File: src/include/cst_pkg.sv
// Constants shared by the cyclic sense timers and switch shutdown block
package cst_pkg;

  // Time base
  localparam int unsigned CST_CLK_HZ     = 25_000_000;
  localparam int unsigned CST_CYC_PER_US = CST_CLK_HZ / 1_000_000;
  localparam int          CST_CW         = 26;

  // Period choices in microseconds, codes 000..110
  localparam int unsigned CST_PER0_US = 10_000;
  localparam int unsigned CST_PER1_US = 20_000;
  localparam int unsigned CST_PER2_US = 50_000;
  localparam int unsigned CST_PER3_US = 100_000;
  localparam int unsigned CST_PER4_US = 200_000;
  localparam int unsigned CST_PER5_US = 1_000_000;
  localparam int unsigned CST_PER6_US = 2_000_000;

  // On-time choices in microseconds, codes 001..101
  localparam int unsigned CST_ON1_US = 100;
  localparam int unsigned CST_ON2_US = 300;
  localparam int unsigned CST_ON3_US = 1_000;
  localparam int unsigned CST_ON4_US = 10_000;
  localparam int unsigned CST_ON5_US = 20_000;

  // Cycle counts derived from the times, index = period code
  localparam logic [6:0][CST_CW-1:0] CST_PERIOD_CYC_DEF = {
    CST_CW'(CST_PER6_US * CST_CYC_PER_US),
    CST_CW'(CST_PER5_US * CST_CYC_PER_US),
    CST_CW'(CST_PER4_US * CST_CYC_PER_US),
    CST_CW'(CST_PER3_US * CST_CYC_PER_US),
    CST_CW'(CST_PER2_US * CST_CYC_PER_US),
    CST_CW'(CST_PER1_US * CST_CYC_PER_US),
    CST_CW'(CST_PER0_US * CST_CYC_PER_US)};

  // Index = on-time code minus one
  localparam logic [4:0][CST_CW-1:0] CST_ONTIME_CYC_DEF = {
    CST_CW'(CST_ON5_US * CST_CYC_PER_US),
    CST_CW'(CST_ON4_US * CST_CYC_PER_US),
    CST_CW'(CST_ON3_US * CST_CYC_PER_US),
    CST_CW'(CST_ON2_US * CST_CYC_PER_US),
    CST_CW'(CST_ON1_US * CST_CYC_PER_US)};

  // Wake sampling filter at the end of the on-time
  localparam int unsigned   CST_FILT_US  = 16;
  localparam logic [CST_CW-1:0] CST_FILT_CYC =
    CST_CW'(CST_FILT_US * CST_CYC_PER_US);

  // Register word indices; byte address is four times the index
  localparam logic [5:0] CST_IDX_TIMER_ONE = 6'h0c;
  localparam logic [5:0] CST_IDX_TIMER_TWO = 6'h0d;
  localparam logic [5:0] CST_IDX_SHUTDOWN  = 6'h10;
  localparam logic [5:0] CST_IDX_STATUS    = 6'h11;

  // Field positions
  localparam int CST_ON_LSB     = 4;
  localparam int CST_PER_LSB    = 0;
  localparam int CST_OV_DIS_BIT = 6;
  localparam int CST_UV_DIS_BIT = 5;
  localparam int CST_REC_BIT    = 4;

  // Reset values
  localparam logic [2:0] CST_CODE_RST = 3'h0;
  localparam logic [2:0] CST_SD_RST   = 3'h0;

  // On-time codes and the highest period code
  localparam logic [2:0] CST_ON_OFF_LOW  = 3'h0;
  localparam logic [2:0] CST_ON_RUN_MIN  = 3'h1;
  localparam logic [2:0] CST_ON_RUN_MAX  = 3'h5;
  localparam logic [2:0] CST_ON_OFF_HIGH = 3'h6;
  localparam logic [2:0] CST_PER_MAX     = 3'h6;

  // High-side switch configuration codes
  localparam logic [2:0] CST_HS_OFF  = 3'h0;
  localparam logic [2:0] CST_HS_ON   = 3'h1;
  localparam logic [2:0] CST_HS_TMR1 = 3'h2;
  localparam logic [2:0] CST_HS_TMR2 = 3'h3;
  localparam logic [2:0] CST_HS_PWM1 = 3'h4;
  localparam logic [2:0] CST_HS_PWM2 = 3'h5;

  // Wake filter configuration codes for cyclic sensing
  localparam logic [1:0] CST_WK_CYC_TMR1 = 2'h2;
  localparam logic [1:0] CST_WK_CYC_TMR2 = 2'h3;

endpackage

File: src/hdl/cst_cyclic_timer.sv
// One cyclic timer: period and on-time sequencer
`timescale 1ns/100ps
`default_nettype none
module cst_cyclic_timer
  import cst_pkg::*;
#(
  parameter logic [6:0][CST_CW-1:0] PERIOD_CYC = CST_PERIOD_CYC_DEF,
  parameter logic [4:0][CST_CW-1:0] ONTIME_CYC = CST_ONTIME_CYC_DEF
) (
  input  wire logic       clk,
  input  wire logic       rst_n,
  input  wire logic [2:0] on_code,
  input  wire logic [2:0] per_code,
  output logic            level,
  output logic            tail,
  output logic            on_end,
  output logic            per_end,
  output logic            running
);

  logic [2:0]        act_on_q;
  logic [2:0]        act_per_q;
  logic [CST_CW-1:0] cnt_q;
  logic [CST_CW-1:0] on_cyc;
  logic [CST_CW-1:0] per_cyc;
  logic              new_run;

  // Decode of the active codes into cycle counts
  always_comb begin
    if (act_on_q >= CST_ON_RUN_MIN && act_on_q <= CST_ON_RUN_MAX) begin
      on_cyc = ONTIME_CYC[3'(act_on_q - CST_ON_RUN_MIN)];
    end else begin
      on_cyc = '0;
    end
    if (act_per_q <= CST_PER_MAX) begin
      per_cyc = PERIOD_CYC[act_per_q];
    end else begin
      per_cyc = PERIOD_CYC[CST_PER_MAX];
    end
  end

  assign running = act_on_q >= CST_ON_RUN_MIN && act_on_q <= CST_ON_RUN_MAX;
  assign new_run = on_code >= CST_ON_RUN_MIN && on_code <= CST_ON_RUN_MAX;
  assign per_end = running && cnt_q == per_cyc - 1'b1;
  assign on_end  = running && cnt_q == on_cyc - 1'b1;

  // Active on the first part of each period; stop codes hold a level
  assign level = running ? (cnt_q < on_cyc)
                         : (act_on_q == CST_ON_OFF_HIGH);

  // Last filter window of the on-time
  assign tail = running && cnt_q < on_cyc &&
                (on_cyc <= CST_FILT_CYC || cnt_q >= on_cyc - CST_FILT_CYC);

  // Stop and start apply at once, running changes at the boundary
  always_ff @(posedge clk or negedge rst_n) begin
    if (!rst_n) begin
      act_on_q  <= CST_CODE_RST;
      act_per_q <= CST_CODE_RST;
      cnt_q     <= '0;
    end else if (!new_run || !running) begin
      act_on_q  <= on_code;
      act_per_q <= per_code;
      cnt_q     <= '0;
    end else if (per_end) begin
      act_on_q  <= on_code;
      act_per_q <= per_code;
      cnt_q     <= '0;
    end else begin
      cnt_q <= cnt_q + 1'b1;
    end
  end

  AST_ON_END: assert property (@(posedge clk) disable iff (!rst_n)
    $fell(level) && running |-> $past(cnt_q) == on_cyc - 1'b1)
    else $error("on-time ended at the wrong count");

  AST_PERIOD_WRAP: assert property (@(posedge clk) disable iff (!rst_n)
    per_end && new_run |=> cnt_q == '0 && running)
    else $error("period did not wrap at its end");

  AST_START_ACTIVE: assert property (@(posedge clk) disable iff (!rst_n)
    running && cnt_q == '0 |-> level)
    else $error("output not active at period start");

  AST_NO_GLITCH: assert property (@(posedge clk) disable iff (!rst_n)
    running && $past(running) && cnt_q != '0
      |-> $stable(act_on_q) && $stable(act_per_q))
    else $error("timer setting changed inside a period");

endmodule // cst_cyclic_timer
`default_nettype wire

File: src/hdl/cst_top.sv
// Cyclic sense timers and high-side switch supply fault shutdown
`timescale 1ns/100ps
`default_nettype none
// Function
// - On code 000 stops timer, output low
// - On codes 001-101 give five on-times
// - On code 110 stops timer, output high
// - Period codes 000-110 give seven periods
// - Running on-time write starts assigned timer
// - Restart switch clear with sensing clears timers
// - Cyclic sensing and wake run together
// - Timer registers cleared by resets, restart
// - Shutdown register keeps bits 6:4 on restart
// - Bit 6 low: overvoltage turns switches off
// - Bit 5 low: undervoltage turns switches off
// - Bit 4 restores switches after fault
// - Reserved bits read as zero
// - Switch codes 010/011 select timer one/two
// - Wake sampled with filter at on-time end
module cst_top
  import cst_pkg::*;
#(
  parameter logic [6:0][CST_CW-1:0] PERIOD_CYC = CST_PERIOD_CYC_DEF,
  parameter logic [4:0][CST_CW-1:0] ONTIME_CYC = CST_ONTIME_CYC_DEF
) (
  input  wire logic        REF_CLK,
  input  wire logic        RESET_N,
  input  wire logic        PSEL,
  input  wire logic        PENABLE,
  input  wire logic        PWRITE,
  input  wire logic [7:0]  PADDR,
  input  wire logic [31:0] PWDATA,
  output logic      [31:0] PRDATA,
  output logic             PREADY,
  output logic             PSLVERR,
  input  wire logic        SOFT_RESET,
  input  wire logic        RESTART_ENTRY,
  input  wire logic        RESTART_MODE,
  input  wire logic        HS_CTRL_CLEAR,
  input  wire logic [11:0] HS_CONFIG,
  input  wire logic [1:0]  PWM_IN,
  input  wire logic        SUPPLY_OV,
  input  wire logic        SUPPLY_UV,
  input  wire logic        WAKE_IN,
  input  wire logic [1:0]  WAKE_FLT_CFG,
  input  wire logic [1:0]  TIMER_WAKE_EN,
  output logic      [3:0]  HS_OUT,
  output logic             WAKE_DETECT,
  output logic      [1:0]  TIMER_WAKE
);

  logic [2:0]  t1_on_q, t1_per_q, t2_on_q, t2_per_q;
  logic [2:0]  sd_q;
  logic [11:0] hs_cfg_q;
  logic [3:0]  lat_q;
  logic [3:0]  hs_d;
  logic        filt_ok_q, tail_prev_q;
  logic [1:0]  lvl, tail, on_end, per_end, run;
  logic        apb_acc, wr_acc;
  logic [5:0]  idx;
  logic        mapped;
  logic        timer_clr;
  logic        fault;
  logic        cyc_sel;
  logic        sel_tail, sel_end;
  logic [7:0]  rd_byte;

  // Bus access decode; answer comes one cycle into the access phase
  assign idx     = PADDR[7:2];
  assign apb_acc = PSEL && PENABLE && PREADY;
  assign wr_acc  = apb_acc && PWRITE && !PSLVERR;
  assign mapped  = idx == CST_IDX_TIMER_ONE || idx == CST_IDX_TIMER_TWO ||
                   idx == CST_IDX_SHUTDOWN || idx == CST_IDX_STATUS;

  // Timer clear on soft reset, restart entry or restart switch clear
  assign cyc_sel   = WAKE_FLT_CFG[1];
  assign timer_clr = SOFT_RESET || RESTART_ENTRY ||
                     (RESTART_MODE && HS_CTRL_CLEAR && cyc_sel);

  // Timer control registers
  always_ff @(posedge REF_CLK or negedge RESET_N) begin
    if (!RESET_N) begin
      t1_on_q  <= CST_CODE_RST;
      t1_per_q <= CST_CODE_RST;
      t2_on_q  <= CST_CODE_RST;
      t2_per_q <= CST_CODE_RST;
    end else if (timer_clr) begin
      t1_on_q  <= CST_CODE_RST;
      t1_per_q <= CST_CODE_RST;
      t2_on_q  <= CST_CODE_RST;
      t2_per_q <= CST_CODE_RST;
    end else if (wr_acc && idx == CST_IDX_TIMER_ONE) begin
      t1_on_q  <= PWDATA[CST_ON_LSB +: 3];
      t1_per_q <= PWDATA[CST_PER_LSB +: 3];
    end else if (wr_acc && idx == CST_IDX_TIMER_TWO) begin
      t2_on_q  <= PWDATA[CST_ON_LSB +: 3];
      t2_per_q <= PWDATA[CST_PER_LSB +: 3];
    end
  end

  // Shutdown control; restart leaves the three control bits alone
  always_ff @(posedge REF_CLK or negedge RESET_N) begin
    if (!RESET_N) begin
      sd_q <= CST_SD_RST;
    end else if (SOFT_RESET) begin
      sd_q <= CST_SD_RST;
    end else if (wr_acc && idx == CST_IDX_SHUTDOWN) begin
      sd_q <= PWDATA[CST_REC_BIT +: 3];
    end
  end

  // Read data; reserved bits stay zero
  always_comb begin
    rd_byte = 8'h00;
    case (idx)
      CST_IDX_TIMER_ONE: begin
        rd_byte[CST_ON_LSB +: 3]  = t1_on_q;
        rd_byte[CST_PER_LSB +: 3] = t1_per_q;
      end
      CST_IDX_TIMER_TWO: begin
        rd_byte[CST_ON_LSB +: 3]  = t2_on_q;
        rd_byte[CST_PER_LSB +: 3] = t2_per_q;
      end
      CST_IDX_SHUTDOWN: begin
        rd_byte[CST_REC_BIT +: 3] = sd_q;
      end
      CST_IDX_STATUS: begin
        rd_byte = {HS_OUT, |lat_q, fault, run};
      end
      default: begin
        rd_byte = 8'h00;
      end
    endcase
  end

  // Bus answer registers
  always_ff @(posedge REF_CLK or negedge RESET_N) begin
    if (!RESET_N) begin
      PREADY  <= 1'b0;
      PSLVERR <= 1'b0;
      PRDATA  <= 32'h0000_0000;
    end else begin
      PREADY  <= PSEL && PENABLE && !PREADY;
      PSLVERR <= PSEL && PENABLE && !PREADY && !mapped;
      if (PSEL && PENABLE && !PREADY && !PWRITE) begin
        PRDATA <= {24'h00_0000, rd_byte};
      end
    end
  end

  // The two timers
  cst_cyclic_timer #(
    .PERIOD_CYC (PERIOD_CYC),
    .ONTIME_CYC (ONTIME_CYC)
  ) u_timer_one (
    .clk      (REF_CLK),
    .rst_n    (RESET_N),
    .on_code  (t1_on_q),
    .per_code (t1_per_q),
    .level    (lvl[0]),
    .tail     (tail[0]),
    .on_end   (on_end[0]),
    .per_end  (per_end[0]),
    .running  (run[0])
  );

  cst_cyclic_timer #(
    .PERIOD_CYC (PERIOD_CYC),
    .ONTIME_CYC (ONTIME_CYC)
  ) u_timer_two (
    .clk      (REF_CLK),
    .rst_n    (RESET_N),
    .on_code  (t2_on_q),
    .per_code (t2_per_q),
    .level    (lvl[1]),
    .tail     (tail[1]),
    .on_end   (on_end[1]),
    .per_end  (per_end[1]),
    .running  (run[1])
  );

  // Supply fault unless its shutdown is disabled
  assign fault = (SUPPLY_OV && !sd_q[CST_OV_DIS_BIT - CST_REC_BIT]) ||
                 (SUPPLY_UV && !sd_q[CST_UV_DIS_BIT - CST_REC_BIT]);

  // Switch source selection and fault gating, one per switch
  for (genvar i = 0; i < 4; i++) begin : g_hs
    logic [2:0] cfg;
    logic       src;
    assign cfg = HS_CONFIG[3*i +: 3];
    always_comb begin
      case (cfg)
        CST_HS_OFF:  src = 1'b0;
        CST_HS_ON:   src = 1'b1;
        CST_HS_TMR1: src = lvl[0];
        CST_HS_TMR2: src = lvl[1];
        CST_HS_PWM1: src = PWM_IN[0];
        CST_HS_PWM2: src = PWM_IN[1];
        default:     src = 1'b0;
      endcase
      hs_d[i] = src && !fault && !lat_q[i];
    end

    // Without recovery a fault latches the switch off until reconfigured
    always_ff @(posedge REF_CLK or negedge RESET_N) begin
      if (!RESET_N) begin
        lat_q[i] <= 1'b0;
      end else if (fault && !sd_q[CST_REC_BIT - CST_REC_BIT] && src) begin
        lat_q[i] <= 1'b1;
      end else if (HS_CONFIG[3*i +: 3] != hs_cfg_q[3*i +: 3]) begin
        lat_q[i] <= 1'b0;
      end
    end
  end

  // Configuration history and switch outputs
  always_ff @(posedge REF_CLK or negedge RESET_N) begin
    if (!RESET_N) begin
      hs_cfg_q <= 12'h000;
      HS_OUT   <= 4'h0;
    end else begin
      hs_cfg_q <= HS_CONFIG;
      HS_OUT   <= hs_d;
    end
  end

  // Wake input filtered over the last window of the selected on-time
  assign sel_tail = WAKE_FLT_CFG == CST_WK_CYC_TMR1 ? tail[0] :
                    WAKE_FLT_CFG == CST_WK_CYC_TMR2 ? tail[1] : 1'b0;
  assign sel_end  = WAKE_FLT_CFG == CST_WK_CYC_TMR1 ? on_end[0] :
                    WAKE_FLT_CFG == CST_WK_CYC_TMR2 ? on_end[1] : 1'b0;

  always_ff @(posedge REF_CLK or negedge RESET_N) begin
    if (!RESET_N) begin
      tail_prev_q <= 1'b0;
      filt_ok_q   <= 1'b0;
      WAKE_DETECT <= 1'b0;
    end else begin
      tail_prev_q <= sel_tail;
      if (sel_tail && !tail_prev_q) begin
        filt_ok_q <= WAKE_IN;
      end else if (sel_tail) begin
        filt_ok_q <= filt_ok_q && WAKE_IN;
      end
      WAKE_DETECT <= sel_end && tail_prev_q && filt_ok_q && WAKE_IN;
    end
  end

  // Cyclic wake from the same timers, alongside sensing
  always_ff @(posedge REF_CLK or negedge RESET_N) begin
    if (!RESET_N) begin
      TIMER_WAKE <= 2'h0;
    end else begin
      TIMER_WAKE <= per_end & TIMER_WAKE_EN;
    end
  end

  AST_STOP_LOW: assert property (@(posedge REF_CLK)
    disable iff (!RESET_N)
    (HS_CONFIG[2:0] == CST_HS_TMR1 && t1_on_q == CST_ON_OFF_LOW)[*3]
      |-> !HS_OUT[0])
    else $error("switch on a stopped low timer not low");

  AST_STOP_HIGH: assert property (@(posedge REF_CLK)
    disable iff (!RESET_N)
    (HS_CONFIG[2:0] == CST_HS_TMR1 && t1_on_q == CST_ON_OFF_HIGH &&
     !fault && !lat_q[0])[*3] |-> HS_OUT[0])
    else $error("switch on a stopped high timer not high");

  AST_AUTO_START: assert property (@(posedge REF_CLK)
    disable iff (!RESET_N)
    wr_acc && idx == CST_IDX_TIMER_ONE && !run[0] &&
    PWDATA[CST_ON_LSB +: 3] >= CST_ON_RUN_MIN &&
    PWDATA[CST_ON_LSB +: 3] <= CST_ON_RUN_MAX &&
    !timer_clr ##1 !timer_clr |=> run[0])
    else $error("timer did not start after a running code");

  AST_RESTART_CLEAR: assert property (@(posedge REF_CLK)
    disable iff (!RESET_N)
    RESTART_ENTRY |=> t1_on_q == '0 && t1_per_q == '0 &&
                      t2_on_q == '0 && t2_per_q == '0)
    else $error("timer registers not cleared on restart");

  AST_RESTART_KEEP: assert property (@(posedge REF_CLK)
    disable iff (!RESET_N)
    RESTART_ENTRY && !SOFT_RESET && !wr_acc |=> $stable(sd_q))
    else $error("shutdown control lost on restart");

  AST_OV_OFF: assert property (@(posedge REF_CLK)
    disable iff (!RESET_N)
    SUPPLY_OV && !sd_q[CST_OV_DIS_BIT - CST_REC_BIT] |=> HS_OUT == '0)
    else $error("switches on during overvoltage");

  AST_UV_OFF: assert property (@(posedge REF_CLK)
    disable iff (!RESET_N)
    SUPPLY_UV && !sd_q[CST_UV_DIS_BIT - CST_REC_BIT] |=> HS_OUT == '0)
    else $error("switches on during undervoltage");

  AST_NO_RECOVER: assert property (@(posedge REF_CLK)
    disable iff (!RESET_N)
    fault && !sd_q[CST_REC_BIT - CST_REC_BIT] && HS_OUT[0]
      ##1 $stable(HS_CONFIG) |=> !HS_OUT[0])
    else $error("switch recovered with recovery disabled");

  AST_RSVD_ZERO: assert property (@(posedge REF_CLK)
    disable iff (!RESET_N)
    PREADY && !PWRITE && PSEL && idx != CST_IDX_STATUS
      |-> PRDATA[31:8] == '0 && !PRDATA[7] && !PRDATA[3] &&
          (idx != CST_IDX_SHUTDOWN || PRDATA[2:0] == '0))
    else $error("reserved bits read non-zero");

  AST_WAKE_WINDOW: assert property (@(posedge REF_CLK)
    disable iff (!RESET_N)
    WAKE_DETECT |-> $past(WAKE_IN) && $past(tail_prev_q))
    else $error("wake detected outside the on-time window");

  AST_TMR1_MAP: assert property (@(posedge REF_CLK)
    disable iff (!RESET_N)
    HS_CONFIG[2:0] == CST_HS_TMR1 && !fault && !lat_q[0]
      |=> HS_OUT[0] == $past(lvl[0]))
    else $error("switch one not following timer one");

  AST_TMR2_MAP: assert property (@(posedge REF_CLK)
    disable iff (!RESET_N)
    HS_CONFIG[5:3] == CST_HS_TMR2 && !fault && !lat_q[1]
      |=> HS_OUT[1] == $past(lvl[1]))
    else $error("switch two not following timer two");

  AST_OV_KEEP: assert property (@(posedge REF_CLK)
    disable iff (!RESET_N)
    SUPPLY_OV && !SUPPLY_UV && sd_q[CST_OV_DIS_BIT - CST_REC_BIT] &&
    HS_CONFIG[8:6] == CST_HS_ON && !lat_q[2] |=> HS_OUT[2])
    else $error("switch off on overvoltage with shutdown disabled");

  AST_UV_KEEP: assert property (@(posedge REF_CLK)
    disable iff (!RESET_N)
    SUPPLY_UV && !SUPPLY_OV && sd_q[CST_UV_DIS_BIT - CST_REC_BIT] &&
    HS_CONFIG[8:6] == CST_HS_ON && !lat_q[2] |=> HS_OUT[2])
    else $error("switch off on undervoltage with shutdown disabled");

  AST_TIMER_WAKE: assert property (@(posedge REF_CLK)
    disable iff (!RESET_N)
    per_end[0] && TIMER_WAKE_EN[0] |=> TIMER_WAKE[0])
    else $error("cyclic wake missing at period end");

endmodule // cst_top
`default_nettype wire

File: config.mk
export PLATFORM = sky130hd
export DESIGN_NAME = cst_top
export DESIGN_NICKNAME = d
export VERILOG_FILES = /design/src/include/cst_pkg.sv /design/src/hdl/cst_cyclic_timer.sv /design/src/hdl/cst_top.sv
export SDC_FILE = /design/constraint.sdc
export NUM_CORES = 1
export LEC_CHECK = 0
export ABC_CLOCK_PERIOD_IN_PS = 4900
export BUFFER_PORTS_ARGS = -buffer_cell sky130_fd_sc_hd__clkbuf_2
export CAP_MARGIN = 0
export CORE_ASPECT_RATIO = 1.25
export CORE_MARGIN = 10
export CORE_UTILIZATION = 60
export DETAILED_ROUTE_END_ITERATION = 7
export GPL_TIMING_DRIVEN = 0
export PLACE_DENSITY = 0.78
export SKIP_LAST_GASP = 1
export SYNTH_ARGS = -nofsm -noshare
export SYNTH_HDL_FRONTEND = slang
export SYNTH_SLANG_ARGS = --single-unit
File: constraint.sdc
create_clock -name REF_CLK -period 4.9 [get_ports REF_CLK]
set_clock_uncertainty 0.1 [all_clocks]
set_input_delay 0.49 -clock REF_CLK [delete_from_list [all_inputs] [get_ports REF_CLK]]
set_output_delay 0.49 -clock REF_CLK [all_outputs]
set_load 0.02 [all_outputs]
==> impl_metrics.yaml, run 1 <==
setup_path:
  cp.arrival_ps: 4930
  worstSetupStartpointType: "flop"
  worst_path_max_delay_cell: "dfrtp_2"
  crit_buf_inv: 4
  critical_path.endpoint_type: "flop"
  path_cells: "inv_1 -> ha_1 -> o21ba_1 -> o22a_1 -> buf_2 -> inv_2 -> nand2_1 -> ha_2 -> buf_2 -> o21ai_1 -> xnor2_1 -> nor2_1 -> ha_1 -> nand4_1 -> nor4_4 -> a211oi_1 -> a31o_2 -> o211ai_1 -> a22o_1 -> a21oi_1 -> a21oi_1"
  r2r_cells: 21
  crit_type: "reg -> reg"
  cp.depth: 21
  critPathTopFamily: "compound AO/OA/AOI/OAI gates"
  worstPathMaxFanout: 14
  crit_required_ps: 5150
  cpPeakStageDelay_ps: 490
global_route:
  grt_max_degree: 114
  top_usage_layer: "met2"
  grt_antenna_before_repair: 1
  met3_usage_pct: 3.77
  gr-usage-met1_pct: 29.3
  grt_pass1_vias: 9721
  grt.met2_usage_pct: 48.2
  grt_pass1_wl_mm: 51.3
  grt_usage_pct: 27.0
  grt_overflow_total: 0
pwr:
  p_leak_nw: 5.52
  peakVddDrop_mv: 0.200
  power_density_mw_per_mm2: 193
yosys:
  synth-edff-count: 0
  yosysUniqueCellTypes: 90
  yosysSeqAreaShare_pct: 27.1
  netlist_top_cells_count: "nor2_1, dfrtp_1, ha_1"
  avgSynthCellArea_um2: 8.18
  syn_inst: 1286
  synth_top_area_share_pct: 27.1
  ys.flop_type: "dfrtp_1"
  yosysMostFrequentCell: "nor2_1"
  ys_ff_latch: 114
  async_reset_ff_share_pct: 100
  yosysTopAreaCell: "dfrtp_1"
  ys_warn_count: 0
  netlist_area_mm2: 0.0105
  netlist_top_cells_area: "dfrtp_1, ha_1, xnor2_1"
sta:
  slew-limit-headroom_pct: 33.2
  period_needed_ps: 4690
  slew_violations: 0
  max_freq_mhz: 213
  min_period_over_period_pct: 95.6
  fin_tns_setup_ps: 0
  rsz0062_at_grt: "false"
  setup_viol: 0
  worst_pin_slew_ps: 993
  hold_violations: 0
floorplan:
  start_util_pct: 60.6
  dieArea_mm2: 0.0233
  die_y_um: 168
  die_w_um: 138
  core_mm2: 0.0174
  num_rows: 54
  ios: 111
detailed_routing:
  drt_iter0_markers: 914
  routed_via_density: 6.17
  detail_route.wl_per_cell_um: 19.6
  wl_mm: 31.9
  routed-via-count: 10000
  drc_errors: 0
  ant_nets: 0
  first_pass_iters: 6
cts:
  cts_tree: "done"
  clkLatencyLatePin_ps: 420
  cts_buffers: 17
  path_clk_slew_ps: 60
  htree_levels: 4
  cts.sinks: 114
  root_buffer: "clkbuf_16"
  cts_buffer_depth: 2
worst_hold_path:
  hp-class: "in -> reg"
  min_path_cells: 1
layout:
  fillers: 1452
  num-nets-final: 1563
  drive_gt1_share_pct: 14.5
  stdcell_count: 1626
  syn_to_final_growth_pct: 13.0
run_status:
  status: "finished clean"
placed_design:
  io_buffers: 57
  placed_cells: 1591
  hpwl_mm: 24.2
  place_congestion: 1.01
flow_run:
  cap_viol_max_count: 0
==> worst register-to-register path: stages (launching register included) <==
cell and delay [ps]:
dfrtp_2 490, inv_1 180, ha_1 360, o21ba_1 190
o22a_1 220, buf_2 190, inv_2 140, nand2_1 150
ha_2 260, buf_2 210, o21ai_1 180, xnor2_1 140
nor2_1 60, ha_1 310, nand4_1 160, nor4_4 340
a211oi_1 130, a31o_2 280, o211ai_1 130, a22o_1 210
a21oi_1 70, a21oi_1 100
==> stage by stage <==
stage	cell area, um^2	setup slack (ps)	power [mW]	hold WS, ps	utilization (%)
6_report	11900	214	2.29	129	68.4
5_1_grt	11900	41.7	2.36	119	68.4
4_1_cts	11800	-92.0	2.31	113	67.9
3_5_place_dp	11200	-547	1.12	199	64.5
3_3_place_gp	11200	-529	1.12	343	64.3
2_1_floorplan	10600	725	1.05	94.4	-
==> state kept, by name (all words and copies together) (netlist names), 2 cells and up <==
signal / cells
hs_cfg_q: 12
HS_OUT: 4
u_timer_one.cnt_q: 26
u_timer_one.act_per_q: 3
u_timer_one.act_on_q: 3
t1_per_q: 3
lat_q: 4
u_timer_two.act_per_q: 3
PRDATA: 8
t2_per_q: 3
u_timer_two.cnt_q: 26
t1_on_q: 3
t2_on_q: 3
u_timer_two.act_on_q: 3
sd_q: 3
TIMER_WAKE: 2
==> final cells by class <==
cell class	count	area, um^2	area share [%]
Antenna cell	1	2.50	0.0211
Buffer	100	594	5.00
Clock buffer	17	425	3.58
Clock inverter	14	130	1.09
Inverter	85	319	2.68
Multi-Input combinational cell	1009	6920	58.3
Sequential cell	114	2850	24.0
Tap cell	224	280	2.36
Timing Repair Buffer	62	354	2.98
==> per-layer routing <==
| layer | up-vias | part of all wire [%] |
|---|---|---|
| li1 | 4714 | - |
| met3 | 133 | 5.6 |
| met2 | 453 | 51 |
| met4 | 0 | 6.3 |
| met5 | - | 0 |
| met1 | 4729 | 37 |
==> cells by family after synthesis <==
kind of cell / count (synthesis) / synth area share (%)
simple gates: 469 / 21.7
fa+ha+maj: 104 / 12.4
xor+xnor: 103 / 8.58
flops: 114 / 27.1
other cells: 1 / 0.0357
mux: 39 / 3.89
buf+inv: 186 / 8.68
compound gates: 270 / 17.6
==> cell usage in the layout, fill, tap and decap left out, types with 6 or more instances in the layout <==
master and instances:
nor2_1 141, a221oi_1 8, and3_1 10, xnor2_1 69, buf_4 36, nor2b_1 14
a211oi_1 13, a31oi_1 18, clkbuf_16 17, mux2_2 11, or4_1 7, inv_2 6
nand2_1 101, nand3_1 55, nand2b_1 15, mux2i_1 24, o21ai_0 58, o22ai_1 11
o211ai_1 11, ha_1 101, buf_2 13, inv_1 79, or3_1 13, dfrtp_1 113
clkbuf_2 56, a21o_1 10, nand4_1 28, nor3_1 33, xor2_1 34, buf_6 9
nor4_1 14, clkbuf_1 41, conb_1 24, and2_1 8, a21oi_1 68
==> report_power, final <==
group	switching (mW)	internal (mW)	leakage, nW
Clock	0.486	0.698	0.259
Sequential	0.00861	0.956	1.55
Combinational	0.0887	0.0527	3.71
Total	0.584	1.71	5.52
==> path summary, 6_finish.rpt <==
kind | startpoint | end | slack (ps)
worst min-delay path | HS_CONFIG[2] | hs_cfg_q[2] | 130
worst min register to register | lat_q[3] | HS_OUT[3] | 370
min in group asynchronous | RESET_N | u_timer_one.act_on_q[0] | 330
worst max-delay path | u_timer_two.act_on_q[1] | filt_ok_q | 210
max in group asynchronous | RESET_N | u_timer_two.act_on_q[1] | 3650
worst max register to register | u_timer_two.act_on_q[1] | filt_ok_q | 210
==> timing repair <==
item                                   in CTS  in global routing
pin swaps                                   0                  3
endpoints found under the hold margin       1                  0
setup endpoints to repair                  10                 10
hold buffers                                1                  0
buffers inserted                            0                  3
resized for setup                           3                 18
Power figures use the tool's default switching activity.
==> run 2, diff against run 1 <==
- ABC_AREA: default -> 1
- CORE_UTILIZATION: 60 -> 31
- PLACE_DENSITY: 0.78 -> 0.44
==> run 2 against run 1 <==
Net effect: die area grew 80%; setup slack improved by 210 ps; register-to-register slack improved by 210 ps; wire length up 10%; core utilization decreased by 33 points; critical path depth shrank 1; first-iteration DRC count fell by 30%; synthesized cell count grew 16%; worst hold slack got worse by 1.4 ps; non-clock buffer count fell by 55; largest cell class unchanged.
==> impl_metrics.yaml, run 2 <==
sta:
  hold_violations: 0
  max_freq_mhz: 224
  min_period_over_period_pct: 91.3
  setup_viol: 0
  fin_tns_setup_ps: 0
  period_needed_ps: 4470
  slew_violations: 0
  slew-limit-headroom_pct: 28.1
  worst_slack_ps: 427
  worst_pin_slew_ps: 1060
  rsz0062_at_grt: "false"
placed_design:
  place_congestion: 0.878
  io_buffers: 58
  hpwl_mm: 28.7
  pre_cts_ws_ps: 225
worst_hold_path:
  hp-class: "in -> reg"
  hold_path_end: "hs_cfg_q[1]"
  hold_start: "HS_CONFIG[1]"
  min_path_cells: 1
detailed_routing:
  drc_errors: 0
  first_pass_iters: 5
  routed_via_density: 4.84
  detail_route.wl_per_cell_um: 17.3
  wl_mm: 35.2
  routed-via-count: 9838
  drt_iter0_markers: 640
  ant_nets: 0
setup_path:
  worstSetupStartpointType: "flop"
  critical_path.endpoint_type: "flop"
  crit_type: "reg -> reg"
  cp.arrival_ps: 4680
  regToRegSetupSlack_ps: 430
  worstPathMaxFanout: 8
  r2r_cells: 20
  crit-reg2reg-launch: "u_timer_one.act_on_q[0]"
  crit_required_ps: 5110
  r2r-end: "WAKE_DETECT"
yosys:
  avgSynthCellArea_um2: 7.04
  ys_warn_count: 0
  netlist_top_cells_count: "nand2_1, inv_1, nor2_1"
  ys_ff_latch: 114
  synth_top_area_share_pct: 27.1
  yosysTopAreaCell: "dfrtp_1"
  netlist_top_cells_area: "dfrtp_1, ha_1, nand2_1"
  syn_inst: 1495
  yosysSeqAreaShare_pct: 27.1
  yosysUniqueCellTypes: 53
  netlist_area_mm2: 0.0105
  ys.flop_type: "dfrtp_1"
  synth-edff-count: 0
  async_reset_ff_share_pct: 100
  yosysMostFrequentCell: "nand2_1"
layout:
  multi_input_area_mm2: 0.00665
  syn_to_final_growth_pct: 14.6
  final_util_pct: 35.9
  num-nets-final: 1771
  antenna_cells: 0
  final_cell_mix: "nand2_1, inv_1, nor2_1"
  drive_gt1_share_pct: 13.3
  final_common_cell: "nand2_1"
  largest_registers: "u_timer_one.cnt_q (26), u_timer_two.cnt_q (26), hs_cfg_q (12)"
  ff_latch_area_mm2: 0.00285
  fillers: 3669
pwr:
  power_frac_seq_pct: 30.5
  share_comb_of_total_power_pct: 30.8
  p_clk_share_pct: 38.7
  internal-power_mw: 2.06
  peakVddDrop_mv: 0.160
  p_switching_mw: 1.23
  power_density_mw_per_mm2: 273
  p_leak_nw: 6.22
  p_sw_share_pct: 37.4
global_route:
  grt_overflow_total: 0
  grt_antenna_before_repair: 0
  grt_pass1_vias: 9823
  grt_usage_pct: 17.0
  grt_pass1_wl_mm: 55.1
  grt_max_degree: 90
floorplan:
  num_rows: 75
  die_y_um: 226
  dieArea_mm2: 0.0418
  start_util_pct: 31.3
  ios: 111
  core_mm2: 0.0336
  die_w_um: 185
run_status:
  status: "finished clean"
flow_run:
  cap_viol_max_count: 0
cts:
  root_buffer: "clkbuf_16"
  htree_levels: 4
  clkLatencyLatePin_ps: 420
  path_clk_slew_ps: 60
  cts_tree: "done"
  cts_buffer_depth: 2
  cts_buffers: 17
  post_cts_buffers: 0
  cts.sinks: 114
[run 2: logic make-up after synthesis]
kind of cell    share of synthesized area (%)
simple gates                             32.9
buf+inv                                  10.6
compound gates                           9.81
flops                                    27.1
fa+ha+maj                                12.4
xor+xnor                                 6.57
mux                                     0.642
other cells                            0.0356
[run 2: worst max-delay path: stages, from the launching register on]
cell and delay (ps):
dfrtp_1 410, inv_2 160, ha_1 190, inv_1 40, ha_1 260, clkbuf_2 170
nor2_2 300, nand2_1 310, inv_1 280, ha_1 290, nor3_1 200, nand3_1 240
nor2_1 160, nand2_1 70, nor2_1 270, nand3_1 200, nor2_1 120, nand2_1 60
nor2_1 140, nand4_1 140, a21oi_1 250
[run 2: layout make-up]
type                       count  area share [%]
multi-input combinational   1146            55.1
sequential                   114            23.7
inverter                     211            6.57
tap                          423            4.39
clock buffer                  17            3.53
timing repair buffer          60            2.79
buffer                        47            2.68
clock inverter                14            1.28
[run 2: metal layers]
metal / up-vias / global-route usage (%) / share of wire (%)
li1: 5066 / - / -
met1: 4585 / 19.4 / 42
met2: 139 / 31.3 / 53
met3: 48 / 2.14 / 2.2
met4: 0 / 6.20 / 3.0
met5: - / 0 / 0
[run 2: what timing repair did]
action                                 4_1_cts  5_1_grt
endpoints found under the hold margin       25        0
gates resized for setup                      0        1
hold buffers                                 1        0
setup endpoints to repair                    0        1
[run 2: stage by stage]
step           hold WS, ps  cell area, um^2  cells  power, mW
3_3_place_gp           373            11400   1999       2.02
5_1_grt                112            12100   2032       3.50
3_5_place_dp           298            11500   2000       2.03
6_report               128            12100   2032       3.29
2_1_floorplan         94.4            10600   1518       1.74
4_1_cts                109            12100   2032       3.33
[run 2: worst max path at each step]
stage                                        from  depth (start not counted)           to
after global placement    u_timer_one.act_on_q[0]                         20  WAKE_DETECT
final                     u_timer_one.act_on_q[0]                         20  WAKE_DETECT
after CTS                 u_timer_one.act_on_q[0]                         20  WAKE_DETECT
after floorplan           u_timer_one.act_on_q[1]                         22    filt_ok_q
after global routing      u_timer_one.act_on_q[0]                         20  WAKE_DETECT
after detailed placement  u_timer_one.act_on_q[0]                         20  WAKE_DETECT
[run 2: power groups by stage]
stage | Sequential (mW) | Clock [mW] | Combinational [mW]
6_report | 1.01 | 1.27 | 1.01
5_1_grt | 1.01 | 1.35 | 1.14
4_1_cts | 1.01 | 1.31 | 1.02
3_5_place_dp | 1.02 | 0 | 1.01
3_3_place_gp | 1.02 | 0 | 1.00
2_1_floorplan | 1.02 | 0 | 0.723
==> run 3, diff against run 2 <==
- PLACE_DENSITY: 0.44 -> default
==> run 3 against run 2 <==
Net effect: non-clock buffer count rose by 1; critical path depth stayed put; largest cell class unchanged; setup slack improved by 120 ps; worst hold slack got worse by 14 ps; cell count barely moved; core utilization grew 0.082 points; combinational power about the same; sequential cell count did not move; critical path type unchanged; die area is the same; maximum frequency is 2.9% higher; clock-buffer cell count unchanged.
==> impl_metrics.yaml, run 3 (synthesis gave the netlist of run 2 again) <==
run_status:
  status: "finished clean"
cts:
  cts_repair_resize_count: 0
  cts_buffers: 17
  htree_levels: 4
  root_buffer: "clkbuf_16"
  clkLatencyLatePin_ps: 420
  cts.sinks: 114
  cts_tree: "done"
  cts_buffer_depth: 2
  path_clk_slew_ps: 60
pwr:
  power_frac_seq_pct: 30.4
  internal-power_mw: 2.11
  peakVddDrop_mv: 0.224
  p_leak_nw: 6.24
  p_sw_share_pct: 36.2
  share_comb_of_total_power_pct: 29.7
  p_clk_share_pct: 39.9
  power_density_mw_per_mm2: 274
  p_switching_mw: 1.20
global_route:
  grt_usage_pct: 15.8
  grt_pass1_wl_mm: 52.5
  grt_overflow_total: 0
  grt_max_degree: 92
  grt_antenna_before_repair: 1
  grt_pass1_vias: 9861
placed_design:
  pre_cts_ws_ps: 662
  hpwl_mm: 26.5
  io_buffers: 58
  place_congestion: 0.936
  placed_cells: 2001
setup_path:
  critical_path.endpoint_type: "flop"
  path_cells: "inv_2 -> ha_1 -> inv_1 -> ha_1 -> clkbuf_2 -> nor2_1 -> nand2_1 -> inv_1 -> ha_1 -> nor3_1 -> nand3_1 -> nor2_1 -> nand2_1 -> nor2_1 -> nand3_1 -> nor2_1 -> nand2_1 -> nor2_1 -> nand4_1 -> a21oi_1"
  crit_required_ps: 5110
  crit_type: "reg -> reg"
  worstSetupStartpointType: "flop"
  cp.arrival_ps: 4560
  worst_path_max_delay_cell: "dfrtp_1"
  crit_top_cell: "nor2_1"
  cpPeakStageDelay_ps: 420
  worstPathMaxFanout: 8
detailed_routing:
  wl_met1_mm: 13.9
  ant_nets: 0
  first_pass_iters: 5
  routed-via-count: 10100
  dr.max_layer_used: "met4"
  routed_via_density: 4.96
  wl_mm: 32.6
  drt_iter0_markers: 668
  drc_errors: 0
  met2_length_mm: 15.9
  detail_route.wl_per_cell_um: 16.0
  routed-wl-met3_mm: 1.48
floorplan:
  num_rows: 75
  ios: 111
  die_w_um: 185
  dieArea_mm2: 0.0418
  start_util_pct: 31.3
  die_y_um: 226
  core_mm2: 0.0336
layout:
  syn_to_final_growth_pct: 14.8
  final_util_pct: 36.0
  num-nets-final: 1772
  stdcell_count: 2033
  final_common_cell: "nand2_1"
  largest_registers: "u_timer_one.cnt_q (26), u_timer_two.cnt_q (26), hs_cfg_q (12)"
  final_cell_mix: "nand2_1, inv_1, nor2_1"
  antenna_cells: 0
  drive_gt1_share_pct: 13.3
sta:
  hold_violations: 0
  max_freq_mhz: 230
  min_period_over_period_pct: 88.7
  worst_slack_ps: 552
  rsz0062_at_grt: "false"
  slew_violations: 0
  slew-limit-headroom_pct: 46.2
  period_needed_ps: 4350
  setup_viol: 0
  worst_pin_slew_ps: 802
  fin_tns_setup_ps: 0
flow_run:
  cap_viol_max_count: 0
worst_hold_path:
  hp-class: "in -> reg"
-- run 3: changes by cell type in the layout (fill, tap and decap cells not counted), sizes merged --
cell,delta
bufinv,+1
clkinv,-1
buf,+1
-- run 3: through the flow --
stage	hold WS, ps	instance area [um^2]	total power, mW
final	114	12100	3.31
after global routing	109	12100	3.51
after CTS	103	12100	3.33
after detailed placement	294	11500	2.00
after global placement	372	11400	1.99
after floorplan	94.4	10600	1.74
-- run 3: final cells by class --
class	instances	area (um^2)
Buffer	47	323
Clock buffer	17	425
Clock inverter	14	179
Fill cell	3646	21500
Inverter	211	792
Multi-Input combinational cell	1146	6650
Sequential cell	114	2850
Tap cell	423	529
Timing Repair Buffer	61	342
-- run 3: critical path, delay by kind of cell (launching register included) --
family	cells	cell delay [ps]
AO/OA/AOI/OAI	1	310
AND/OR/NAND/NOR	12	2110
adder cells (fa/ha/maj)	3	710
buffers and inverters	4	590
flip-flops	1	420
-- run 3: path summary, 6_finish.rpt --
check	startpoint	slack [ps]	cells after the start	to
max	u_timer_one.act_on_q[0]	550	20	WAKE_DETECT
min	HS_CONFIG[10]	110	1	hs_cfg_q[10]
max reg2reg	u_timer_one.act_on_q[0]	550	20	WAKE_DETECT
min reg2reg	u_timer_two.cnt_q[0]	380	1	u_timer_two.cnt_q[0]
max in group asynchronous	RESET_N	3520	3	PRDATA[0]
min in group asynchronous	RESET_N	440	2	u_timer_two.cnt_q[10]
-- run 3: timing repair --
| action | CTS | global route |
|---|---|---|
| endpoints found under the setup margin | 0 | 0 |
| hold buffers | 1 | 0 |
| buffers inserted | 0 | 0 |
| endpoints found under the hold margin | 23 | 0 |
-- run 3: power by group through the flow --
stage	Sequential, mW	Combinational, mW	Clock, mW
final	1.01	0.984	1.32
after global routing	1.01	1.12	1.38
after CTS	1.01	0.987	1.33
after detailed placement	1.02	0.982	0
after global placement	1.02	0.967	0
after floorplan	1.02	0.723	0
-- run 3: metal layers --
layer  vias up  global-route usage (%)
met5         -                       0
met4         0                    7.01
met3        75                    2.33
met2       270                    27.3
met1      4664                    18.8
li1       5072                       -
